### config.mk
export PLATFORM = sky130hd
export DESIGN_NAME = mcg_gateway
export DESIGN_NICKNAME = d
export VERILOG_FILES = /design/src/mcg_pkg.sv /design/src/mcg_gateway.sv /design/src/mcg_poll_sel.sv /design/src/mcg_value_store.sv
export SDC_FILE = /design/constraint.sdc
export NUM_CORES = 2
export LEC_CHECK = 0
export ABC_AREA = 1
export BUFFER_PORTS_ARGS = -buffer_cell sky130_fd_sc_hd__clkbuf_2
export CAP_MARGIN = 20
export CORE_MARGIN = 2
export CORE_UTILIZATION = 50
export DETAILED_ROUTE_END_ITERATION = 7
export GPL_ROUTABILITY_DRIVEN = 1
export GPL_TIMING_DRIVEN = 1
export PLACE_DENSITY_LB_ADDON = 0.25
export RECOVER_POWER = 25
export SLEW_MARGIN = 20
export SYNTH_ARGS = -nofsm -noshare
export SYNTH_HDL_FRONTEND = slang
export SYNTH_SLANG_ARGS = --single-unit
export TNS_END_PERCENT = 50
### constraint.sdc
create_clock -name SYS_CLK -period 6.2 [get_ports SYS_CLK]
set_clock_uncertainty 0.2 [all_clocks]
set_input_delay 0.62 -clock SYS_CLK [delete_from_list [all_inputs] [get_ports SYS_CLK]]
set_output_delay 0.62 -clock SYS_CLK [all_outputs]
set_load 0.005 [all_outputs]
### src/mcg_pkg.sv
// Purpose : Shared constants and types for the coil gateway
// Assumes : Coils are numbered from zero; coil n here is printed coil n+1
// Notes   : Polling and response-delay settings mirror nonvolatile storage
`default_nettype none

package mcg_pkg;

    ////////////////////////////////////////////////////////////////////////
    // Sizes of the coil groups
    localparam int NUM_VAL = 19;
    localparam int NUM_OUT = 4;
    localparam int NUM_RST = 6;
    localparam int IDX_W   = 5;

    ////////////////////////////////////////////////////////////////////////
    // Coil addresses, zero based
    localparam logic [15:0] COIL_OUT_BASE  = 16'h0000;
    localparam logic [15:0] COIL_RST_BASE  = 16'h0004;
    localparam logic [15:0] COIL_POLL_BASE = 16'h000a;
    localparam logic [15:0] COIL_DELAY     = 16'h001d;
    localparam logic [15:0] COIL_TERM_BASE = 16'h001e;
    localparam logic [15:0] COIL_LAST      = 16'h0030;

    ////////////////////////////////////////////////////////////////////////
    // Holding registers for the terminating flags
    localparam logic [15:0] REG_TERM_LO  = 16'h9c69;
    localparam logic [15:0] REG_TERM_HI  = 16'h9c6a;
    localparam int          TERM_LO_BITS = 16;

    ////////////////////////////////////////////////////////////////////////
    // Values after reset and terminating characters
    localparam logic [18:0] POLL_RST  = 19'h7ffff;
    localparam logic        DELAY_RST = 1'b1;
    localparam logic [18:0] TERM_RST  = 19'h00000;
    localparam logic [7:0]  CHAR_NOSAVE = 8'h24;
    localparam logic [7:0]  CHAR_SAVE   = 8'h2a;
    localparam int          NV_DELAY_BIT = 19;

    ////////////////////////////////////////////////////////////////////////
    // Commands from the protocol front end and to the meter
    typedef enum logic [2:0] {
        MCG_COIL_RD, MCG_COIL_WR, MCG_VAL_RD, MCG_VAL_WR,
        MCG_REG_RD, MCG_REG_WR
    } mcg_cmd_t;

    typedef enum logic [1:0] {
        MCG_MTR_READ, MCG_MTR_WRITE, MCG_MTR_RESET, MCG_MTR_OUTPUT
    } mcg_mop_t;

    typedef enum logic [2:0] {
        MCG_SRC_POLL, MCG_SRC_MREAD, MCG_SRC_MWRITE, MCG_SRC_RESET,
        MCG_SRC_OUT
    } mcg_src_t;

endpackage

`default_nettype wire

### src/mcg_gateway.sv
// Purpose : Coil handling of the serial slave card, meter side sequencing
// Assumes : Front end delivers decoded coil, value and register commands
// Notes   : One meter transaction at a time; master work preempts polling
`default_nettype none

module mcg_gateway #(
    parameter int VAL_W = 32
) (
    input  wire logic                     SYS_CLK,
    input  wire logic                     RST,
    input  wire logic                     CMD_VALID,
    input  wire logic [2:0]               CMD_KIND,
    input  wire logic [15:0]              CMD_ADDR,
    input  wire logic [VAL_W-1:0]         CMD_WDATA,
    output      logic                     CMD_READY,
    output      logic                     RSP_VALID,
    output      logic                     RSP_ERR,
    output      logic [VAL_W-1:0]         RSP_DATA,
    input  wire logic [3:0]               SP_OUT_STATE,
    input  wire logic [3:0]               SP_MANUAL,
    output      logic                     MTR_REQ,
    output      logic [1:0]               MTR_OP,
    output      logic [4:0]               MTR_SEL,
    output      logic [VAL_W-1:0]         MTR_WDATA,
    output      logic [7:0]               MTR_TERM,
    input  wire logic                     MTR_ACK,
    input  wire logic [VAL_W-1:0]         MTR_RDATA,
    input  wire logic                     NV_LOAD_VALID,
    input  wire logic [19:0]              NV_LOAD_DATA,
    output      logic                     NV_SAVE,
    output      logic [19:0]              NV_SAVE_DATA
);

    localparam int NV = mcg_pkg::NUM_VAL;
    localparam int IW = mcg_pkg::IDX_W;

    typedef enum {MCG_ST_LOAD, MCG_ST_IDLE, MCG_ST_BUSY} mcg_state_t;

    typedef struct packed {
        mcg_state_t        st;
        logic [NV-1:0]     poll;
        logic              delay;
        logic [NV-1:0]     term;
        logic [NV-1:0]     init_left;
        logic [mcg_pkg::NUM_RST-1:0] rst_pend;
        logic [mcg_pkg::NUM_OUT-1:0] out_pend;
        logic [mcg_pkg::NUM_OUT-1:0] out_val;
        logic              slot_busy;
        logic              slot_write;
        logic              slot_rsp;
        logic [IW-1:0]     slot_idx;
        logic [VAL_W-1:0]  slot_data;
        mcg_pkg::mcg_src_t cur_src;
        logic [IW-1:0]     cur_idx;
        logic [IW-1:0]     poll_idx;
        logic              mtr_req;
        mcg_pkg::mcg_mop_t mtr_op;
        logic [4:0]        mtr_sel;
        logic [VAL_W-1:0]  mtr_wdata;
        logic [7:0]        mtr_term;
        logic              cmd_ready;
        logic              rsp_valid;
        logic              rsp_err;
        logic [VAL_W-1:0]  rsp_data;
        logic              nv_save;
        logic [19:0]       nv_data;
    } mcg_gw_state_t;

    mcg_gw_state_t s_q;
    mcg_gw_state_t s_d;

    ////////////////////////////////////////////////////////////////////////
    // Helpers

    function automatic logic [2:0] first_set(input logic [7:0] v);
        logic [2:0] r;
        r = 3'h0;
        for (int i = 7; i >= 0; i--) begin
            if (v[i]) begin
                r = i[2:0];
            end
        end
        return r;
    endfunction

    // Terminating character for a meter write of one value
    function automatic logic [7:0] term_char(input logic flag);
        return flag ? mcg_pkg::CHAR_SAVE : mcg_pkg::CHAR_NOSAVE;
    endfunction

    ////////////////////////////////////////////////////////////////////////
    // Sub-blocks

    logic              vs_wr_en;
    logic [VAL_W-1:0]  vs_rd_data;
    logic [IW-1:0]     ps_nxt;
    logic              ps_any;

    mcg_value_store #(
        .VAL_W   (VAL_W)
    ) u_store (
        .clk     (SYS_CLK),
        .rst     (RST),
        .wr_en   (vs_wr_en),
        .wr_idx  (s_q.cur_idx),
        .wr_data (MTR_RDATA),
        .rd_idx  (CMD_ADDR[IW-1:0]),
        .rd_data (vs_rd_data)
    );

    // Power-up sweep joins the enabled set until each value is fetched
    mcg_poll_sel u_sel (
        .mask (s_q.poll | s_q.init_left),
        .cur  (s_q.poll_idx),
        .nxt  (ps_nxt),
        .any  (ps_any)
    );

    ////////////////////////////////////////////////////////////////////////
    // Next state

    always_comb begin
        logic [2:0]  k;
        logic [15:0] off;
        logic        cmd_take;
        logic        idx_ok;
        mcg_pkg::mcg_cmd_t kind;
        k        = 3'h0;
        off      = 16'h0000;
        kind     = mcg_pkg::mcg_cmd_t'(CMD_KIND);
        cmd_take = CMD_VALID && s_q.cmd_ready;
        idx_ok   = int'(CMD_ADDR) < NV;
        s_d      = s_q;
        vs_wr_en = 1'b0;
        s_d.rsp_valid = 1'b0;
        s_d.nv_save   = 1'b0;

        case (s_q.st)
            MCG_ST_LOAD: begin
                if (NV_LOAD_VALID) begin
                    s_d.poll  = NV_LOAD_DATA[NV-1:0];
                    s_d.delay = NV_LOAD_DATA[mcg_pkg::NV_DELAY_BIT];
                end
                s_d.st = MCG_ST_IDLE;
            end
            MCG_ST_IDLE: begin
                // Only one command on the meter link at a time
                s_d.mtr_req = 1'b1;
                s_d.st      = MCG_ST_BUSY;
                if (|s_q.rst_pend) begin
                    k = first_set({2'b00, s_q.rst_pend});
                    s_d.cur_src = mcg_pkg::MCG_SRC_RESET;
                    s_d.mtr_op  = mcg_pkg::MCG_MTR_RESET;
                    s_d.mtr_sel = {2'b00, k};
                    s_d.cur_idx = {2'b00, k};
                end else if (|s_q.out_pend) begin
                    k = first_set({4'h0, s_q.out_pend});
                    s_d.cur_src   = mcg_pkg::MCG_SRC_OUT;
                    s_d.mtr_op    = mcg_pkg::MCG_MTR_OUTPUT;
                    s_d.mtr_sel   = {2'b00, k};
                    s_d.cur_idx   = {2'b00, k};
                    s_d.mtr_wdata = '0;
                    s_d.mtr_wdata[0] = s_q.out_val[k[1:0]];
                end else if (s_q.slot_busy && s_q.slot_write) begin
                    s_d.cur_src   = mcg_pkg::MCG_SRC_MWRITE;
                    s_d.mtr_op    = mcg_pkg::MCG_MTR_WRITE;
                    s_d.mtr_sel   = s_q.slot_idx;
                    s_d.cur_idx   = s_q.slot_idx;
                    s_d.mtr_wdata = s_q.slot_data;
                    s_d.mtr_term  = term_char(s_q.term[s_q.slot_idx]);
                end else if (s_q.slot_busy) begin
                    s_d.cur_src = mcg_pkg::MCG_SRC_MREAD;
                    s_d.mtr_op  = mcg_pkg::MCG_MTR_READ;
                    s_d.mtr_sel = s_q.slot_idx;
                    s_d.cur_idx = s_q.slot_idx;
                end else if (ps_any) begin
                    // Fewer enabled values shorten the loop
                    s_d.cur_src  = mcg_pkg::MCG_SRC_POLL;
                    s_d.mtr_op   = mcg_pkg::MCG_MTR_READ;
                    s_d.mtr_sel  = ps_nxt;
                    s_d.cur_idx  = ps_nxt;
                    s_d.poll_idx = ps_nxt;
                end else begin
                    s_d.mtr_req = 1'b0;
                    s_d.st      = MCG_ST_IDLE;
                end
            end
            MCG_ST_BUSY: begin
                if (MTR_ACK) begin
                    s_d.mtr_req = 1'b0;
                    s_d.st      = MCG_ST_IDLE;
                    case (s_q.cur_src)
                        mcg_pkg::MCG_SRC_RESET: begin
                            s_d.rst_pend[s_q.cur_idx[2:0]] = 1'b0;
                        end
                        mcg_pkg::MCG_SRC_OUT: begin
                            s_d.out_pend[s_q.cur_idx[1:0]] = 1'b0;
                        end
                        mcg_pkg::MCG_SRC_MWRITE: begin
                            // Read the written value back next
                            s_d.slot_write = 1'b0;
                        end
                        default: begin
                            vs_wr_en = 1'b1;
                            s_d.init_left[s_q.cur_idx] = 1'b0;
                            if (s_q.cur_src == mcg_pkg::MCG_SRC_MREAD) begin
                                s_d.slot_busy = 1'b0;
                                if (s_q.slot_rsp) begin
                                    s_d.rsp_valid = 1'b1;
                                    s_d.rsp_err   = 1'b0;
                                    s_d.rsp_data  = MTR_RDATA;
                                end
                            end
                        end
                    endcase
                end
            end
            default: begin
                s_d.st = MCG_ST_IDLE;
            end
        endcase

        ////////////////////////////////////////////////////////////////////
        // Master commands; placed after the meter side so sets win clears

        if (cmd_take) begin
            s_d.rsp_valid = 1'b1;
            s_d.rsp_err   = 1'b0;
            s_d.rsp_data  = '0;
            if (kind == mcg_pkg::MCG_COIL_RD) begin
                if (CMD_ADDR < mcg_pkg::COIL_RST_BASE) begin
                    s_d.rsp_data[0] = SP_OUT_STATE[CMD_ADDR[1:0]];
                end else if (CMD_ADDR < mcg_pkg::COIL_POLL_BASE) begin
                    s_d.rsp_data[0] = 1'b0;
                end else if (CMD_ADDR < mcg_pkg::COIL_DELAY) begin
                    off = CMD_ADDR - mcg_pkg::COIL_POLL_BASE;
                    s_d.rsp_data[0] = s_q.poll[off[IW-1:0]];
                end else if (CMD_ADDR == mcg_pkg::COIL_DELAY) begin
                    s_d.rsp_data[0] = s_q.delay;
                end else if (CMD_ADDR <= mcg_pkg::COIL_LAST) begin
                    off = CMD_ADDR - mcg_pkg::COIL_TERM_BASE;
                    s_d.rsp_data[0] = s_q.term[off[IW-1:0]];
                end else begin
                    s_d.rsp_err = 1'b1;
                end
            end else if (kind == mcg_pkg::MCG_COIL_WR) begin
                if (CMD_ADDR < mcg_pkg::COIL_RST_BASE) begin
                    // Outputs in automatic mode ignore the write
                    if (SP_MANUAL[CMD_ADDR[1:0]]) begin
                        s_d.out_pend[CMD_ADDR[1:0]] = 1'b1;
                        s_d.out_val[CMD_ADDR[1:0]]  = CMD_WDATA[0];
                    end
                end else if (CMD_ADDR < mcg_pkg::COIL_POLL_BASE) begin
                    off = CMD_ADDR - mcg_pkg::COIL_RST_BASE;
                    if (CMD_WDATA[0]) begin
                        s_d.rst_pend[off[2:0]] = 1'b1;
                    end
                end else if (CMD_ADDR < mcg_pkg::COIL_DELAY) begin
                    off = CMD_ADDR - mcg_pkg::COIL_POLL_BASE;
                    s_d.poll[off[IW-1:0]] = CMD_WDATA[0];
                    s_d.nv_save = 1'b1;
                end else if (CMD_ADDR == mcg_pkg::COIL_DELAY) begin
                    s_d.delay   = CMD_WDATA[0];
                    s_d.nv_save = 1'b1;
                end else if (CMD_ADDR <= mcg_pkg::COIL_LAST) begin
                    off = CMD_ADDR - mcg_pkg::COIL_TERM_BASE;
                    s_d.term[off[IW-1:0]] = CMD_WDATA[0];
                end else begin
                    s_d.rsp_err = 1'b1;
                end
            end else if (kind == mcg_pkg::MCG_VAL_RD && idx_ok) begin
                s_d.slot_busy  = 1'b1;
                s_d.slot_write = 1'b0;
                s_d.slot_idx   = CMD_ADDR[IW-1:0];
                s_d.slot_rsp   = !s_q.delay && !s_q.poll[CMD_ADDR[IW-1:0]];
                if (s_d.slot_rsp) begin
                    s_d.rsp_valid = 1'b0;
                end else begin
                    s_d.rsp_data = vs_rd_data;
                end
            end else if (kind == mcg_pkg::MCG_VAL_WR && idx_ok) begin
                s_d.slot_busy  = 1'b1;
                s_d.slot_write = 1'b1;
                s_d.slot_idx   = CMD_ADDR[IW-1:0];
                s_d.slot_data  = CMD_WDATA;
                s_d.slot_rsp   = !s_q.delay;
                if (!s_q.delay) begin
                    s_d.rsp_valid = 1'b0;
                end else begin
                    s_d.rsp_data = CMD_WDATA;
                end
            end else if (kind == mcg_pkg::MCG_REG_RD) begin
                if (CMD_ADDR == mcg_pkg::REG_TERM_LO) begin
                    s_d.rsp_data[15:0] = s_q.term[mcg_pkg::TERM_LO_BITS-1:0];
                end else if (CMD_ADDR == mcg_pkg::REG_TERM_HI) begin
                    s_d.rsp_data[2:0] = s_q.term[NV-1:mcg_pkg::TERM_LO_BITS];
                end else begin
                    s_d.rsp_err = 1'b1;
                end
            end else if (kind == mcg_pkg::MCG_REG_WR) begin
                if (CMD_ADDR == mcg_pkg::REG_TERM_LO) begin
                    s_d.term[mcg_pkg::TERM_LO_BITS-1:0] = CMD_WDATA[15:0];
                end else if (CMD_ADDR == mcg_pkg::REG_TERM_HI) begin
                    s_d.term[NV-1:mcg_pkg::TERM_LO_BITS] = CMD_WDATA[2:0];
                end else begin
                    s_d.rsp_err = 1'b1;
                end
            end else begin
                s_d.rsp_err = 1'b1;
            end
        end

        // Stored copy of the persistent coils for the storage writer
        s_d.nv_data = {s_d.delay, s_d.poll};
        // One master value transaction outstanding at a time
        s_d.cmd_ready = (s_d.st != MCG_ST_LOAD) && !s_d.slot_busy;
    end

    ////////////////////////////////////////////////////////////////////////
    // State register

    always_ff @(posedge SYS_CLK) begin
        if (RST) begin
            s_q           <= '0;
            s_q.st        <= MCG_ST_LOAD;
            s_q.poll      <= mcg_pkg::POLL_RST;
            s_q.delay     <= mcg_pkg::DELAY_RST;
            s_q.term      <= mcg_pkg::TERM_RST;
            s_q.init_left <= '1;
            s_q.cur_src   <= mcg_pkg::MCG_SRC_POLL;
            s_q.mtr_op    <= mcg_pkg::MCG_MTR_READ;
            s_q.mtr_term  <= mcg_pkg::CHAR_NOSAVE;
            s_q.nv_data   <= {mcg_pkg::DELAY_RST, mcg_pkg::POLL_RST};
        end else begin
            s_q <= s_d;
        end
    end

    ////////////////////////////////////////////////////////////////////////
    // Outputs, all straight from the state register

    assign CMD_READY    = s_q.cmd_ready;
    assign RSP_VALID    = s_q.rsp_valid;
    assign RSP_ERR      = s_q.rsp_err;
    assign RSP_DATA     = s_q.rsp_data;
    assign MTR_REQ      = s_q.mtr_req;
    assign MTR_OP       = s_q.mtr_op;
    assign MTR_SEL      = s_q.mtr_sel;
    assign MTR_WDATA    = s_q.mtr_wdata;
    assign MTR_TERM     = s_q.mtr_term;
    assign NV_SAVE      = s_q.nv_save;
    assign NV_SAVE_DATA = s_q.nv_data;

endmodule

`default_nettype wire

### src/mcg_poll_sel.sv
// Purpose : Picks the next value of the polling loop
// Assumes : Mask bit set means the value takes part in the loop
// Notes   : Round robin from the last polled index, purely combinational
`default_nettype none

module mcg_poll_sel (
    input  wire logic [mcg_pkg::NUM_VAL-1:0] mask,
    input  wire logic [mcg_pkg::IDX_W-1:0]   cur,
    output      logic [mcg_pkg::IDX_W-1:0]   nxt,
    output      logic                        any
);

    always_comb begin
        int j;
        j   = 0;
        nxt = cur;
        any = 1'b0;
        // Search backwards so the nearest successor is kept last
        for (int k = mcg_pkg::NUM_VAL; k >= 1; k--) begin
            j = (int'(cur) + k) % mcg_pkg::NUM_VAL;
            if (mask[j]) begin
                nxt = j[mcg_pkg::IDX_W-1:0];
                any = 1'b1;
            end
        end
    end

endmodule

`default_nettype wire

### src/mcg_value_store.sv
// Purpose : Internal copy of every polled meter value
// Assumes : One write port from the meter side, one combinational read
// Notes   : Flip-flop storage; cleared by reset until the first sweep
`default_nettype none

module mcg_value_store #(
    parameter int VAL_W = 32
) (
    input  wire logic                     clk,
    input  wire logic                     rst,
    input  wire logic                     wr_en,
    input  wire logic [mcg_pkg::IDX_W-1:0] wr_idx,
    input  wire logic [VAL_W-1:0]         wr_data,
    input  wire logic [mcg_pkg::IDX_W-1:0] rd_idx,
    output      logic [VAL_W-1:0]         rd_data
);

    typedef struct packed {
        logic [mcg_pkg::NUM_VAL-1:0][VAL_W-1:0] mem;
    } mcgv_state_t;

    mcgv_state_t s_q;
    mcgv_state_t s_d;

    always_comb begin
        s_d = s_q;
        if (wr_en && (int'(wr_idx) < mcg_pkg::NUM_VAL)) begin
            s_d.mem[wr_idx] = wr_data;
        end
    end

    always_ff @(posedge clk) begin
        if (rst) begin
            s_q <= '0;
        end else begin
            s_q <= s_d;
        end
    end

    // Out of range index reads zero
    assign rd_data = (int'(rd_idx) < mcg_pkg::NUM_VAL) ? s_q.mem[rd_idx]
                                                       : '0;

endmodule

`default_nettype wire
# [After elaboration in Yosys (flattened, before gate mapping)]
# Index checks and enable logic that the tools add are counted.
[word_totals] reg_bits=869 inputBits=116 output_inout_bits=104 elab_cells=484
[op_classes] n_addsub=22 div_mod_pow=19 magnitude_cmp=43 n_eq_ne=25 n_mux=263 n_bitwise=18 reduce_logical=47
[ops] op="$bwmux 608" n=1
[ops] op="$lt 32x7->1 const B" n=19
[ops] op="$mod 32x6->32 const B" n=19
[ops] op="$mux 32" n=9
[ops] op="$mux 39" n=5
[ops] op="$mux 34" n=5
[ops] op="$bmux 32 s5" n=1
[ops] op="$demux 32 s5" n=1
[ops] op="$mux 19" n=8
[ops] op="$mux 40" n=3
[ops] op="$bmux 1 s5" n=23
[ops] op="$mux 1" n=115
[ops] op="$mux 54" n=2
[ops] op="$mux 5" n=19
[ops] op="$mux 20" n=4
[ops] op="$mux 16" n=4
[ops] op="$pmux 32 s2" n=1
[ops] op="$mux 8" n=7
[ops] op="$add 5x4->6 const B" n=8
[ops] op="$mux 3" n=16
[ops] op="$bwmux 19" n=2
[ops] op="$mux 35" n=1
[ops] op="$eq 16x16->1 const B" n=2
[ops] op="$eq 32x1->1 const B" n=1
[ops] op="66 further kinds" n=161

# [Depth between registers and ports, before layout]
[logic_depth] ltp_word=32 ltp_mapped=60 depth_no_buf=56

# [Hierarchy]
# From an unflattened synthesis, not the netlist that was laid out.
[unflattened] cells_unflattened=8119 area_unflattened_um2=51104.0
[by_module_without_submodules] mod="mcg_value_store" instances=1 cells_each=4378 area_per_inst_um2=28314.7 seq_area_each_um2=12171.7
[by_module_without_submodules] mod="mcg_gateway" instances=1 cells_each=1823 area_per_inst_um2=12569.6 seq_area_each_um2=4704.5
[by_module_without_submodules] mod="mcg_poll_sel" instances=1 cells_each=1918 area_per_inst_um2=10219.8 seq_area_each_um2=0.0

# [Worst setup path after synthesis]
# No wires, ideal clock.
[synth_timing] path_type="register -> register" start="reg s_q[104] (netlist bit)" end="reg s_q (netlist bit MTR_SEL[4])" setup_ns=0.132 t_arrival_ns=6.180 required_ns=5.868 slack_ns=-0.312 path_stages_with_launch=58 path_buffers=4 synth_period_minus_slack_ns=6.512 path_cell_list="dfxtp_1 -> buf_6 -> inv_2 -> buf_1 -> clkbuf_1 -> clkbuf_1 -> ha_1 -> nand2_1 -> nand2_2 -> inv_2 -> ha_1 -> inv_1 -> nand2_1 -> nor2_2 -> nand2_2 -> nand2_2 -> xor2_1 -> ha_1 -> (+22 left out) -> nand2_1 -> nand2_1 -> nand2_1 -> nand2_1 -> nand2_1 -> nand2_1 -> nand2_1 -> nand2_1 -> nand2_1 -> nand2_1 -> nand2_1 -> nand2_1 -> nand2_1 -> nand2_1 -> nand2_1 -> nand2_1 -> nand3_1 -> a21oi_1"
[synth_between] elab_chain_len=29 word_cells_on_any_way=140 classes_between="add/sub (19); div (19); mux (100); reduce/logical (2)"
[synth_rtl] item="start, declared" line="mcg_gateway.sv:69" rtl="mcg_gw_state_t s_q;"
[synth_rtl] item="$add 5x5->6" line="mcg_poll_sel.sv:20" rtl="j = (int'(cur) + k) % mcg_pkg::NUM_VAL;"
[synth_rtl] item="$mod 32x6->32" line="mcg_poll_sel.sv:20"
[synth_rtl] item="$bmux 1 s5" line="mcg_poll_sel.sv:21" rtl="if (mask[j]) begin"
[synth_rtl] item="$mux 1 (not written as such) (2 in a row)" line="mcg_poll_sel.sv:21"
[synth_rtl] item="$mux 5 (19 in a row)" line="mcg_poll_sel.sv:21"
[synth_rtl] item="$mux 7" line="mcg_gateway.sv:176" rtl="end else if (ps_any) begin"
[synth_rtl] item="$mux 7" line="mcg_gateway.sv:171" rtl="end else if (s_q.slot_busy) begin"
[synth_rtl] item="$mux 7" line="mcg_gateway.sv:164" rtl="end else if (s_q.slot_busy && s_q.slot_write) begin"
[synth_rtl] item="$mux 39" line="mcg_gateway.sv:156" rtl="end else if (|s_q.out_pend) begin"
[synth_rtl] item="$mux 7" line="mcg_gateway.sv:150" rtl="if (|s_q.rst_pend) begin"
# Several ways; a longest one is shown, not always the timed one. The select of a mux whose other input is x is not followed.
# A chain may end at the register's enable or synchronous reset.

# [Final worst setup path]
[layout_timing] start="reg s_q[105] (netlist bit)" end="reg s_q[108] (netlist bit)"
[layout_between] elab_chain_len=25 word_cells_on_any_way=134 classes_between="add/sub (19); div (19); mux (95); reduce/logical (1)"
[layout_rtl] item="$add 5x5->6" line="mcg_poll_sel.sv:20"
[layout_rtl] item="$mod 32x6->32" line="mcg_poll_sel.sv:20"
[layout_rtl] item="$bmux 1 s5" line="mcg_poll_sel.sv:21"
[layout_rtl] item="$mux 1 (not written as such) (2 in a row)" line="mcg_poll_sel.sv:21"
[layout_rtl] item="$mux 1 (19 in a row)" line="mcg_poll_sel.sv:21"
[layout_rtl] item="$reduce_and 6->1 (no line)"
# Several ways; a longest one is shown, not always the timed one. The select of a mux whose other input is x is not followed.

==> results_dict.tcl <==
set metrics [dict create \
    seq_power_share_pct 48.0 \
    power_per_cell_area_mw_per_mm2 222 \
    cellInternalPower_mw 8.58 \
    grt_setup_unrepaired "yes" \
    wire_per_inst_um 22.2 \
    clock-sinks 843 \
    synth_cells 6540 \
    finalWeightedCongestion 1.02 \
    vias 47471 \
    synth.ff_latch_count 843 \
    synth.avg_cell_area_um2 7.04 \
    yosysSeqAreaShare_pct 36.7 \
    worst_ep_arrival_time_ns 6.30 \
    post-route-period-util_pct 95.9 \
    hold_path.class "in2reg" \
    timing.critical_path.slowest_stage_cell "sky130_fd_sc_hd__dfxtp_2" \
    drv_slew 353 \
    grt_antenna_before_repair 12 \
    post_synth_num_cell_types 83 \
    antenna_left 0 \
    comb_power_share_pct 5.0 \
    number_of_rows_in_the_core_area 111 \
    via_count_of_the_first_global_routing_pass 41832 \
    drive_above_1_share_pct 12.2 \
    initial_core_utilization_pct 50.3 \
    floorplan.core_area_mm2 0.0915 \
    final_util_pct 55.9 \
    fmax_mhz 168 \
    routed_wl_um 172000 \
    ys.warnings.count 0 \
    port_buffers 214 \
    final_net_count 6673 \
    max_stage_delay_ns 0.34 \
    globalRoute.totalOverflow 0 \
    final-setup-viol-count 0 \
    synthArstFlopShare_pct 0 \
    boundaryPins 220 \
    synth_enable_flop_cells 0 \
    cap_violations 7 \
    worstPathRequired_ns 6.55 \
    post_dr_vias_cell 6.12 \
    clock_insertion_delay_worst_skew_ns 0.69 \
    hpwl_um 112000 \
    crit_path_buf_inv_count 9 \
    first_iter_violations 6637 \
    drt_drc_violations_left 0 \
    wire_length_of_the_first_global_routing_pass_um 256000 \
    power.total_mw 11.4 \
    post-route-min-period_ns 5.95 \
    tritoncts "done" \
    critical_path_class "reg2reg" \
    grt_max_degree 201 \
    slew_headroom_pct -127 \
    cp_top_family "simple AND/OR/NAND/NOR gates" \
    dr.pass1.iters 6 \
    power.static_leakage_nw 19.7 \
    cts_root_buf "sky130_fd_sc_hd__clkbuf_16" \
    p_switching_mw 2.80 \
    grt_util_all_layers_pct 34.6 \
    failing_checks "max-capacitance violations, max-slew violations" \
    post_synth_instance_area_mm2 0.0460 \
    layout-area-overhead-vs-synth_pct 11.1 \
    maximum_clock_insertion_buffer_count 3 \
    htree_num_levels 3 \
    finalHoldViolCount 0 \
    switching_share_pct 24.6 \
    worst_ir_drop_vdd_mv 0.244 \
    die-width_um 307 \
    result_of_the_run "finished with violations" \
    cts_inserted_buffers 88 \
    vertical_die_dimension_um 307 \
    timing.critical_path.mode_cell "sky130_fd_sc_hd__nand2_2" \
    p_clk_share_pct 47.0 \
    yosys_most_used_dff "sky130_fd_sc_hd__dfxtp_1" \
    critical_path_peak_fanout 12 \
    crit_path_start_kind "flop" \
    die_area_mm2 0.0945 \
    crit_path_end_kind "flop" \
    worst-slew-pin-transition_ns 3.40 \
    clkTransAtPathRegs_ns 0.07 \
]
[state kept, by name (all words and copies together), names as in the netlist]
| name | cells |
|---|---|
| u_store.s_q | 608 |
| s_q | 156 |
| MTR_WDATA | 32 |
| RSP_DATA | 32 |
| MTR_SEL | 5 |
| MTR_OP | 2 |
| MTR_TERM | 2 |
| CMD_READY | 1 |
| MTR_REQ | 1 |
| NV_SAVE | 1 |
| NV_SAVE_DATA | 1 |
| RSP_ERR | 1 |
| RSP_VALID | 1 |
[worst register-to-register path: cells and delay by family (launching register included)]
family	cells	cell delay, ns
AO/OA/AOI/OAI	6	0.84
XOR/XNOR	2	0.47
adder cells (fa/ha/maj)	2	0.38
buffers and inverters	9	1.10
flip-flops	1	0.34
AND/OR/NAND/NOR	17	2.48
[cell usage after synthesis (40+ instances only)]
cell type                  instances  area, µm²
sky130_fd_sc_hd__dfxtp_1         843      16900
sky130_fd_sc_hd__inv_2            64        240
sky130_fd_sc_hd__a21oi_1         965       4830
sky130_fd_sc_hd__ha_1             71        888
sky130_fd_sc_hd__o21ai_0         994       4970
sky130_fd_sc_hd__buf_4           106        796
sky130_fd_sc_hd__xor2_1           57        499
sky130_fd_sc_hd__nand2_2          53        332
sky130_fd_sc_hd__nand2_1         787       2950
sky130_fd_sc_hd__o221ai_1         40        350
sky130_fd_sc_hd__nor2_1          310       1160
sky130_fd_sc_hd__clkbuf_1        408       1530
sky130_fd_sc_hd__o211ai_1         68        510
sky130_fd_sc_hd__inv_1           670       2510
sky130_fd_sc_hd__a211oi_1         75        563
sky130_fd_sc_hd__nand3_1         249       1250
sky130_fd_sc_hd__o21ai_1          59        295
sky130_fd_sc_hd__a22oi_1         167       1250
sky130_fd_sc_hd__o22ai_1         104        651
[stage by stage]
stage          setup WS [ns]  instances  hold WS (ns)  setup TNS, ns  instance area (µm²)
6_report               0.251       7751        0.0405              0                51100
3_5_place_dp          -0.250       7564         0.235         -0.250                47600
5_1_grt              -0.0635       7748        0.0454         -0.334                51100
3_3_place_gp          -0.325       7563         0.231         -0.325                47600
2_1_floorplan         0.0240       6573         0.220              0                46200
4_1_cts                0.106       7725        0.0224              0                50500
[area by class of cell]
| type | instances | area (µm²) |
|---|---|---|
| Multi-Input combinational cell | 4412 | 24600 |
| Tap cell | 1186 | 1480 |
| Clock inverter | 28 | 328 |
| Timing Repair Buffer | 384 | 2400 |
| Fill cell | 8806 | 40400 |
| Clock buffer | 133 | 2570 |
| Antenna cell | 8 | 20.0 |
| Sequential cell | 843 | 16900 |
| Inverter | 757 | 2870 |
[layout by cell type (no fill, tap or decap), types with 51 or more instances in the layout]
master / synthesis / routed
sky130_fd_sc_hd__a22oi_1: 167 / 167
sky130_fd_sc_hd__nand2_1: 787 / 767
sky130_fd_sc_hd__o22ai_1: 104 / 104
sky130_fd_sc_hd__clkbuf_1: 408 / 84
sky130_fd_sc_hd__a21oi_1: 965 / 960
sky130_fd_sc_hd__clkbuf_16: 0 / 91
sky130_fd_sc_hd__nand2_2: 53 / 55
sky130_fd_sc_hd__inv_2: 64 / 65
sky130_fd_sc_hd__clkbuf_2: 0 / 161
sky130_fd_sc_hd__nand3_1: 249 / 245
sky130_fd_sc_hd__inv_1: 670 / 660
sky130_fd_sc_hd__nor2_1: 310 / 285
sky130_fd_sc_hd__dfxtp_1: 843 / 838
sky130_fd_sc_hd__o21ai_1: 59 / 51
sky130_fd_sc_hd__buf_4: 106 / 150
sky130_fd_sc_hd__o21ai_0: 994 / 992
sky130_fd_sc_hd__o211ai_1: 68 / 68
sky130_fd_sc_hd__a211oi_1: 75 / 75
sky130_fd_sc_hd__ha_1: 71 / 65
[path summary, 6_finish.rpt]
kind	slack [ns]	start	cells past startpoint	end
worst max-delay path	0.25	s_q[105]	36	s_q[108]
worst min register to register	0.25	u_store.s_q[593]	2	u_store.s_q[593]
worst min-delay path	0.04	CMD_WDATA[15]	3	s_q[132]
worst max register to register	0.25	s_q[105]	36	s_q[108]
[repair_timing]
item	in CTS	in global routing
endpoints found under the hold margin	0	0
setup buffers	0	16
setup endpoints to repair	1	23
resized for setup	3	123
hold buffers	0	0
pin swaps	0	23
cloned	0	2
[cell families (layout without fill, tap and decap cells)]
group | Yosys count | in the layout | share of synthesized area (%)
compound gates | 2663 | 2663 | 32.8
xor+xnor | 87 | 87 | 1.92
fa+ha+maj | 71 | 71 | 1.93
buf+inv | 1318 | 1302 | 11.7
flops | 843 | 843 | 36.7
mux | 24 | 24 | 0.573
other cells | 2 | 43 | 0.0163
simple gates | 1532 | 1532 | 14.4
[metal layers]
metal	vias up	global-route usage, %	part of all wire [%]
li1	22217	-	-
met1	22196	49.8	43
met2	2621	50.3	42
met3	431	7.82	12
met4	6	12.8	3.7
met5	-	0	0.026
[power groups by stage]
stage / Combinational, mW / Sequential (mW) / Clock (mW)
floorplan: 0.333 / 5.57 / 0
CTS: 0.554 / 5.46 / 5.37
global placement: 0.552 / 5.58 / 0
detailed placement: 0.552 / 5.58 / 0
global route: 0.604 / 5.46 / 5.59
finish: 0.574 / 5.46 / 5.35
(Power assumes the default switching activity.)
